$ cat config.mk
export PLATFORM = sky130hd
export DESIGN_NAME = csfs_card_flat
export DESIGN_NICKNAME = d
export VERILOG_FILES = /design/src/rtl/csfs_pkg.sv /design/src/rtl/csfs_if.sv /design/src/rtl/csfs_card.sv /design/src/flat_wrapper.sv
export SDC_FILE = /design/constraint.sdc
export NUM_CORES = 1
export LEC_CHECK = 0
export BUFFER_PORTS_ARGS = -buffer_cell sky130_fd_sc_hd__buf_2
export CAP_MARGIN = 40
export CORE_MARGIN = 1.5
export CORE_UTILIZATION = 65
export DETAILED_ROUTE_END_ITERATION = 16
export GPL_ROUTABILITY_DRIVEN = 0
export MAX_ROUTING_LAYER = met4
export PLACE_DENSITY = 0.84
export SLEW_MARGIN = 30
export SYNTH_ARGS = -nofsm -noshare
export SYNTH_HDL_FRONTEND = slang
export SYNTH_SLANG_ARGS = --single-unit
$ cat constraint.sdc
create_clock -name core_clk_i -period 4.9 [get_ports core_clk_i]
set_clock_uncertainty 0.05 [all_clocks]
set_input_delay 0.245 -clock core_clk_i [delete_from_list [all_inputs] [get_ports core_clk_i]]
set_output_delay 0.245 -clock core_clk_i [all_outputs]
set_load 0.05 [all_outputs]
$ cat src/rtl/csfs_pkg.sv
package csfs_pkg;
  // ----------------------------------------------------------------
  // command and status layout
  // ----------------------------------------------------------------
  localparam int          GROUPS     = 6;        // function groups
  localparam int          FN_W       = 4;        // code width per group
  localparam int          STAT_W     = 512;      // status structure bits
  localparam int          RX_BITS    = 38;       // index plus argument
  localparam int          MODE_BIT   = 31;       // 1 = switch, 0 = query
  localparam logic [5:0]  CMD_SWITCH = 6'h06;
  localparam logic [3:0]  CODE_DEF   = 4'h0;
  localparam logic [3:0]  CODE_ERR   = 4'hf;
  localparam logic [7:0]  VER_V0     = 8'h00;
  localparam logic [7:0]  VER_V1     = 8'h01;
  localparam int          BUSY_W     = 96;       // bits 367:272
  localparam int          RSV_W      = 272;      // bits 271:0, all zero
  // ----------------------------------------------------------------
  // command-system group (group 2, index 1)
  // ----------------------------------------------------------------
  localparam int          CS_GRP     = 1;
  localparam logic [15:0] CS_BUSY_M  = 16'h4012; // vendor 14, secure 4, ecom 1
  localparam logic [3:0]  CS_STD     = 4'h0;
  localparam logic [3:0]  CS_MCOM    = 4'h1;
  localparam logic [3:0]  CS_VENDOR  = 4'he;
  localparam logic [5:0]  CMD_RSV_A  = 6'h22;    // 34 .. 37
  localparam logic [5:0]  CMD_RSV_B  = 6'h25;
  localparam logic [5:0]  CMD_RSV_C  = 6'h32;    // 50
  localparam logic [5:0]  CMD_RSV_D  = 6'h39;    // 57
  // command classes reported to the user side
  localparam logic [1:0]  CLS_NORMAL = 2'h0;
  localparam logic [1:0]  CLS_ILLEG  = 2'h1;
  localparam logic [1:0]  CLS_MCOM   = 2'h2;
  localparam logic [1:0]  CLS_VENDOR = 2'h3;
  // access-mode group: function 1 is high speed
  localparam logic [3:0]  HS_FN      = 4'h1;
  localparam int          HS_CLK_MHZ = 50;
  localparam int          CORE_MHZ   = 10;
  // response lengths, payload only
  localparam int          LONG_BITS  = 512;
  localparam int          SHORT_BITS = 3;
  // ----------------------------------------------------------------
  // host register map
  // ----------------------------------------------------------------
  localparam logic [7:0]  REG_CTRL   = 8'h00;
  localparam logic [7:0]  REG_ARG    = 8'h04;
  localparam logic [7:0]  REG_STAT   = 8'h08;
  localparam logic [7:0]  REG_RESP   = 8'h40;    // 16 words, 511:480 first
  localparam int          CTRL_GO    = 8;
  localparam int          STAT_BUSY  = 0;
  localparam int          STAT_DONE  = 1;
  localparam int          STAT_ILL   = 2;
  localparam int          SCLK_HALF  = 8;        // core cycles per half period
endpackage : csfs_pkg

$ cat src/rtl/csfs_if.sv
`timescale 1ns/1ns
`default_nettype none
// serial link: host makes the clock and command, card answers on data
interface csfs_if;
  logic sclk;  // link clock from host
  logic cmd;   // host to card, idle high
  logic dat;   // card to host, idle high
  modport host (output sclk, output cmd, input dat);
  modport card (input sclk, input cmd, output dat);
endinterface : csfs_if
`default_nettype wire

$ cat src/rtl/csfs_card.sv
`timescale 1ns/1ns
`default_nettype none
module csfs_card #(
  parameter logic [95:0] FN_MASK = 96'h0001_0001_0001_0001_4013_0003, // group 1 low
  parameter logic [15:0] MAX_CUR = 16'h0064,
  parameter logic [7:0]  VERSION = csfs_pkg::VER_V1
) (
  // link
  csfs_if.card              lnk,
  // clock and reset
  input  wire logic         core_clk_i,
  input  wire logic         resetn_i,
  // busy flags per function, group 1 in the low 16 bits
  input  wire logic [95:0]  fn_busy_i,
  // selection state
  output logic              hs_mode_o,
  output logic [23:0]       fn_sel_o,
  // decoded command towards the card core
  output logic              cmd_valid_o,
  output logic [5:0]        cmd_index_o,
  output logic [31:0]       cmd_arg_o,
  output logic [1:0]        cmd_class_o
);
  // ----------------------------------------------------------------
  // link sampling
  // ----------------------------------------------------------------
  typedef enum logic [1:0] {C_IDLE, C_RX, C_STOP, C_TX} csfs_card_state_e;

  csfs_card_state_e   state_r;      // frame state
  logic [1:0]         sclk_s_r;     // clock synchroniser
  logic [1:0]         cmd_s_r;      // command synchroniser
  logic               sclk_d_r;     // delayed clock for edges
  logic [37:0]        rx_sr_r;      // index and argument
  logic [5:0]         rx_cnt_r;     // bits received
  logic [513:0]       tx_sr_r;      // start, payload, stop
  logic [9:0]         tx_cnt_r;     // bits left to send
  logic               dat_r;        // data line driver
  logic [23:0]        fn_sel_r;     // current function per group
  logic               hs_r;         // high-speed selected
  logic               cv_r;
  logic [5:0]         ci_r;
  logic [31:0]        ca_r;
  logic [1:0]         cc_r;
  logic               rise;
  logic               fall;
  logic               cmd_bit;

  // first stage of each pair feeds only the second
  always_ff @(posedge core_clk_i or negedge resetn_i) begin
    if (!resetn_i) begin
      sclk_s_r <= 2'h0;
      cmd_s_r  <= 2'h3;
      sclk_d_r <= 1'b0;
    end else begin
      sclk_s_r <= {sclk_s_r[0], lnk.sclk};
      cmd_s_r  <= {cmd_s_r[0], lnk.cmd};
      sclk_d_r <= sclk_s_r[1];
    end
  end

  assign rise    = sclk_s_r[1] & ~sclk_d_r;
  assign fall    = ~sclk_s_r[1] & sclk_d_r;
  assign cmd_bit = cmd_s_r[1];

  // ----------------------------------------------------------------
  // status codes per group
  // ----------------------------------------------------------------
  function automatic logic [3:0] csfs_code(input logic [3:0]  a,
                                           input logic [15:0] m,
                                           input logic [15:0] b,
                                           input logic [3:0]  cur);
    logic sup;
    sup = |m[15:1];
    if (!sup) begin
      // unsupported group
      csfs_code = (a == csfs_pkg::CODE_DEF || a == csfs_pkg::CODE_ERR) ?
                  csfs_pkg::CODE_DEF : csfs_pkg::CODE_ERR;
    end else if (a == csfs_pkg::CODE_DEF) begin
      csfs_code = csfs_pkg::CODE_DEF;
    end else if (a == csfs_pkg::CODE_ERR) begin
      csfs_code = cur;
    end else if (!m[a]) begin
      csfs_code = csfs_pkg::CODE_ERR;
    end else if (b[a]) begin
      csfs_code = cur;
    end else begin
      csfs_code = a;
    end
  endfunction : csfs_code

  wire [23:0] code_w;   // status codes, group 1 low
  wire [95:0] busy_w;   // busy flags as published
  wire [5:0]  err_w;    // group reports Fh
  wire [5:0]  take_w;   // group would switch in

  genvar g;
  generate
    for (g = 0; g < csfs_pkg::GROUPS; g = g + 1) begin : g_grp
      wire [3:0]  a = rx_sr_r[4*g +: 4];
      wire [15:0] m = FN_MASK[16*g +: 16];
      // the command-system group only carries three busy positions
      if (g == csfs_pkg::CS_GRP) begin : g_cs
        assign busy_w[16*g +: 16] = fn_busy_i[16*g +: 16] & csfs_pkg::CS_BUSY_M;
      end else begin : g_pl
        assign busy_w[16*g +: 16] = fn_busy_i[16*g +: 16];
      end
      assign code_w[4*g +: 4] = csfs_code(a, m, busy_w[16*g +: 16],
                                          fn_sel_r[4*g +: 4]);
      assign err_w[g]  = (code_w[4*g +: 4] == csfs_pkg::CODE_ERR);
      // only the default or ready, implemented functions of a supported group switch
      assign take_w[g] = (|m[15:1]) && (a != csfs_pkg::CODE_ERR) &&
                         (a == csfs_pkg::CODE_DEF ||
                          (m[a] && !busy_w[16*g + a]));
    end
  endgenerate

  // ----------------------------------------------------------------
  // command decode at the stop bit
  // ----------------------------------------------------------------
  logic [5:0]   idx;
  logic         is_sw;
  logic         rsv;
  logic [1:0]   cls;
  logic [511:0] frame;

  assign idx   = rx_sr_r[37:32];
  assign is_sw = (idx == csfs_pkg::CMD_SWITCH);
  assign rsv   = (idx >= csfs_pkg::CMD_RSV_A && idx <= csfs_pkg::CMD_RSV_B) ||
                 idx == csfs_pkg::CMD_RSV_C || idx == csfs_pkg::CMD_RSV_D;

  // reserved commands take their meaning from the command-system group
  always_comb begin
    cls = csfs_pkg::CLS_NORMAL;
    if (rsv) begin
      case (fn_sel_r[4*csfs_pkg::CS_GRP +: 4])
        csfs_pkg::CS_STD:    cls = csfs_pkg::CLS_ILLEG;
        csfs_pkg::CS_MCOM:   cls = csfs_pkg::CLS_MCOM;
        csfs_pkg::CS_VENDOR: cls = csfs_pkg::CLS_VENDOR;
        default:             cls = csfs_pkg::CLS_ILLEG;
      endcase
    end
  end

  // version 00h leaves the busy region undefined, sent as zero
  assign frame = {MAX_CUR, FN_MASK, code_w, VERSION,
                  (VERSION == csfs_pkg::VER_V1) ? busy_w : 96'h0,
                  {csfs_pkg::RSV_W{1'b0}}};

  // ----------------------------------------------------------------
  // frame state machine
  // ----------------------------------------------------------------
  // receive on link rising edges, answer on falling edges
  always_ff @(posedge core_clk_i or negedge resetn_i) begin
    if (!resetn_i) begin
      state_r  <= C_IDLE;
      rx_sr_r  <= 38'h0;
      rx_cnt_r <= 6'h0;
      tx_sr_r  <= {514{1'b1}};
      tx_cnt_r <= 10'h0;
      dat_r    <= 1'b1;
    end else begin
      case (state_r)
        C_IDLE: begin
          // a low command bit opens a frame
          if (rise && !cmd_bit) begin
            state_r  <= C_RX;
            rx_cnt_r <= 6'h0;
          end
        end
        C_RX: begin
          if (rise) begin
            rx_sr_r  <= {rx_sr_r[36:0], cmd_bit};
            rx_cnt_r <= rx_cnt_r + 6'h1;
            if (rx_cnt_r == 6'(csfs_pkg::RX_BITS - 1)) begin
              state_r <= C_STOP;
            end
          end
        end
        C_STOP: begin
          if (rise) begin
            if (!cmd_bit) begin
              // broken frame is dropped without an answer
              state_r <= C_IDLE;
            end else if (is_sw) begin
              state_r  <= C_TX;
              tx_sr_r  <= {1'b0, frame, 1'b1};
              tx_cnt_r <= 10'(csfs_pkg::LONG_BITS + 2);
            end else begin
              state_r  <= C_TX;
              tx_sr_r  <= {1'b0, cls, hs_r, 1'b1, {509{1'b1}}};
              tx_cnt_r <= 10'(csfs_pkg::SHORT_BITS + 2);
            end
          end
        end
        C_TX: begin
          if (fall) begin
            dat_r    <= tx_sr_r[513];
            tx_sr_r  <= {tx_sr_r[512:0], 1'b1};
            tx_cnt_r <= tx_cnt_r - 10'h1;
            if (tx_cnt_r == 10'h0) begin
              dat_r   <= 1'b1;
              state_r <= C_IDLE;
            end
          end
        end
        default: state_r <= C_IDLE;
      endcase
    end
  end

  // ----------------------------------------------------------------
  // function selection
  // ----------------------------------------------------------------
  // power-up in default functions, so default speed
  always_ff @(posedge core_clk_i or negedge resetn_i) begin
    if (!resetn_i) begin
      fn_sel_r <= 24'h0;
      hs_r     <= 1'b0;
    end else begin
      // one Fh anywhere cancels the whole switch
      if (state_r == C_STOP && rise && cmd_bit && is_sw &&
          rx_sr_r[csfs_pkg::MODE_BIT] && !(|err_w)) begin
        for (int i = 0; i < csfs_pkg::GROUPS; i++) begin
          if (take_w[i]) begin
            fn_sel_r[4*i +: 4] <= rx_sr_r[4*i +: 4];
          end
        end
      end
      hs_r <= (fn_sel_r[3:0] == csfs_pkg::HS_FN);
    end
  end

  // ----------------------------------------------------------------
  // command report to the core
  // ----------------------------------------------------------------
  // one-cycle pulse for every well-formed command, query included
  always_ff @(posedge core_clk_i or negedge resetn_i) begin
    if (!resetn_i) begin
      cv_r <= 1'b0;
      ci_r <= 6'h0;
      ca_r <= 32'h0;
      cc_r <= 2'h0;
    end else begin
      cv_r <= (state_r == C_STOP) && rise && cmd_bit;
      if (state_r == C_STOP && rise && cmd_bit) begin
        ci_r <= idx;
        ca_r <= rx_sr_r[31:0];
        cc_r <= cls;
      end
    end
  end

  assign lnk.dat     = dat_r;
  assign hs_mode_o   = hs_r;
  assign fn_sel_o    = fn_sel_r;
  assign cmd_valid_o = cv_r;
  assign cmd_index_o = ci_r;
  assign cmd_arg_o   = ca_r;
  assign cmd_class_o = cc_r;
endmodule : csfs_card
`default_nettype wire

$ cat src/flat_wrapper.sv
// flat-port wrapper written by rule: the top's interface ports become plain ports
module csfs_card_flat 
#(
  parameter logic [95:0] FN_MASK = 96'h0001_0001_0001_0001_4013_0003,               
  parameter logic [15:0] MAX_CUR = 16'h0064,
  parameter logic [7:0]  VERSION = csfs_pkg::VER_V1
)
  (core_clk_i, resetn_i, fn_busy_i, hs_mode_o, fn_sel_o, cmd_valid_o, cmd_index_o, cmd_arg_o, cmd_class_o, lnk_sclk, lnk_cmd, lnk_dat);
  csfs_if lnk_i ();
  input  wire logic core_clk_i;
  input  wire logic resetn_i;
  input  wire logic [95:0] fn_busy_i;
  output logic hs_mode_o;
  output logic [23:0] fn_sel_o;
  output logic cmd_valid_o;
  output logic [5:0] cmd_index_o;
  output logic [31:0] cmd_arg_o;
  output logic [1:0] cmd_class_o;
  input wire logic [$bits(lnk_i.sclk)-1:0] lnk_sclk;
  input wire logic [$bits(lnk_i.cmd)-1:0] lnk_cmd;
  output wire logic [$bits(lnk_i.dat)-1:0] lnk_dat;
  assign lnk_i.sclk = lnk_sclk;
  assign lnk_i.cmd = lnk_cmd;
  assign lnk_dat = lnk_i.dat;
  csfs_card #(.FN_MASK(FN_MASK), .MAX_CUR(MAX_CUR), .VERSION(VERSION)) u_core (.lnk(lnk_i), .core_clk_i(core_clk_i), .resetn_i(resetn_i), .fn_busy_i(fn_busy_i), .hs_mode_o(hs_mode_o), .fn_sel_o(fn_sel_o), .cmd_valid_o(cmd_valid_o), .cmd_index_o(cmd_index_o), .cmd_arg_o(cmd_arg_o), .cmd_class_o(cmd_class_o));
endmodule
==> impl_metrics.toml <==
[run_status]
status = "completed"

[clock_network]
cts_buffer_depth = 3
clockRootBuffer = "clkbuf_16"
post_cts_buffers = 0
tritoncts = "built"
clkLatencyLatePin_ns = 0.63
htree_levels = 2
clock-sinks = 625
clk_pin_slew_ns = 0.07
cts_buffers = 60

[worst_setup_path]
crit_path_start_kind = "flop"
slowest_stage = "dfrtp_1"
worstPathMaxFanout = 190
worst_path_largest_cell_delay_ns = 0.65
worstPathRequired_ns = 5.37
cpLargestDelayFamily = "buffers and inverters"
worst-path-buf-inv = 2
cp.arrival_ns = 3.31
crit_chain = "nor4bb_1, o21ai_4, buf_12, buf_4, o21ai_0"
end_kind = "flop"
critPathKind = "reg2reg"

[timing]
clock.fmax_mhz = 352
finalSetupTns_ns = 0
setup_viol = 0
rsz0062_at_grt = "false"
tightest_slew_ns = 0.900
post-route-min-period_ns = 2.84
post-route-period-util = 0.579
hold_viol_final = 0
max_slew_margin = 0.400
slew_violations = 0

[logic_synthesis]
synth-async-reset-ratio = 1.00
ys_warn_count = 0
syn_inst = 2829
synth-seq-area-share = 0.604
avgSynthCellArea_um2 = 9.52
ys_ff_latch = 625
synth_ff_type = "dfstp_2"
synth.distinct_cells = 62
synth_edf_count = 0
syn_area_um2 = 26900

[final_layout]
drive_gt1_frac = 0.284
nets = 2992
final_common_cell = "o21ai_0"
mostFrequentLayoutCells = "o21ai_0, nand2_1, dfstp_2"
syn_to_final_growth_pct = 14.1
fin_area_um2 = 30700
fillers = 2588

[global_routing]
grt.met2_usage = 0.438
met3_usage = 0.0488
grt_remaining_overflow = 0
grt_max_degree = 309
grt_pass1_vias = 19800
grt_usage = 0.283
top_usage_layer = "met2"
antenna_found_initial = 4
grt_pass1_wl_um = 96700
use_met1 = 0.383

[routing]
drtIter0Drc = 2227
drtAntennaViolNets = 0
first_pass_iters = 5
routed_via_density = 5.94
wl_um = 57600
vias = 20600
wl_per_cell_um = 16.6
drc = 0

[placement]
port_buffers = 137
hpwl_um = 29500
dpl-instance-area_um2 = 27700

[die]
chipHeight_um = 207
start_util = 0.660
die_area_um2 = 42700
ios = 167
die_w_um = 207
placeableCoreArea_um2 = 40800
placementRows = 74

[hold_path]
hold_class = "in2reg"

[run]
cap_violations = 0

[pwr]
power_density_nw_per_um2 = 392
vdd_drop_max_uv = 347
cellLeakagePower_uw = 0.0132
==> report_power, final <==
part / leakage (uW) / internal [uW] / switching (uW)
clock network: 0.00104 / 2920 / 2000
logic: 0.00531 / 391 / 646
registers: 0.00683 / 5810 / 295
total: 0.0132 / 9110 / 2940
==> synth_stat cells, types with 4 or more instances <==
cell type	number	area share
o21ai_0	810	0.15
nor2_1	125	0.017
a21oi_1	25	0.0046
buf_1	15	0.0021
or4_1	5	0.0014
a31oi_1	5	0.0012
a22o_1	6	0.0020
mux2_2	38	0.016
nand4_1	9	0.0021
nand3_1	8	0.0015
o31ai_1	85	0.024
or3_1	5	0.0012
dfrtp_1	109	0.10
inv_1	12	0.0017
nand2_1	625	0.087
o22a_1	15	0.0049
o2bb2ai_1	4	0.0013
buf_4	16	0.0045
nor2b_1	5	0.0012
mux2_4	4	0.0022
dfstp_2	516	0.50
nor3_1	89	0.017
clkbuf_1	232	0.032
==> registers in the layout (all words and copies together), names as in the netlist, 2 cells and up <==
signal and count:
u_core.tx_sr_r 513, u_core.rx_sr_r 38, u_core.cmd_arg_o 32, u_core.tx_cnt_r 10
u_core.fn_sel_o 8, u_core.cmd_index_o 6, u_core.rx_cnt_r 6, u_core.cmd_class_o 2
u_core.cmd_s_r 2, u_core.sclk_s_r 2, u_core.state_r 2
==> through the flow <==
stage	setup WS [ns]	power, uW	utilization	hold WS (ns)	std cells
after floorplan	2.62	6740	-	-0.101	2844
after global placement	2.20	7010	0.676	0.285	3269
after detailed placement	2.11	7110	0.678	0.287	3272
after CTS	2.12	12100	0.750	0.0207	3460
after global routing	1.78	12500	0.753	0.0966	3469
final	2.06	12100	0.753	0.0512	3470
==> what timing repair did <==
item,in CTS,in global routing
gates resized for setup,0,0
hold buffers,82,0
endpoints found under the hold margin,104,0
==> cell type report <==
cell class,count,area [um2],area share
flip-flops and latches,625,16300,0.530
multi-input cells,1942,9650,0.314
repair buffers,248,1990,0.0648
clock buffers,75,1660,0.0540
well taps,532,666,0.0217
clock inverters,31,425,0.0138
inverters,12,45.0,0.00147
diodes,5,12.5,0.000407
==> tightest hold or removal path, stage by stage <==
cell,delay [ns]
buf_2,0.12
or3_1,0.11
o21ai_0,0.07
o21ai_0,0.15
==> final timing paths <==
| path | from | to | slack, ns | depth (start not counted) |
|---|---|---|---|---|
| max | u_core.state_r[0] | u_core.tx_sr_r[251] | 2.06 | 5 |
| min | fn_busy_i[17] | u_core.tx_sr_r[290] | 0.05 | 4 |
| min reg2reg | u_core.sclk_s_r[0] | u_core.sclk_s_r[1] | 0.30 | 0 |
| max reg2reg | u_core.state_r[0] | u_core.tx_sr_r[251] | 2.06 | 5 |
| min in group asynchronous | resetn_i | u_core.tx_sr_r[455] | 0.52 | 2 |
| max in group asynchronous | resetn_i | u_core.cmd_arg_o[7] | 3.37 | 3 |
==> kinds of logic after synthesis <==
family / count (synthesis) / synth area share
and+or+nand+nor: 896 / 0.136
other: 1 / 0.000139
buffers and inverters: 277 / 0.0409
AOI/OAI and AO/OA: 979 / 0.197
xor gates and xnor gates: 5 / 0.00163
DFF: 625 / 0.604
adders and majority gates: 3 / 0.00139
muxes: 43 / 0.0185
==> per-layer routing <==
layer	vias up	share of wire	wire (um)
met5	-	0	0
met4	0	0.024	1370
met3	124	0.055	3140
met2	592	0.49	28300
met1	10100	0.43	24800
li1	9762	-	-
Power figures use the tool's default switching activity.
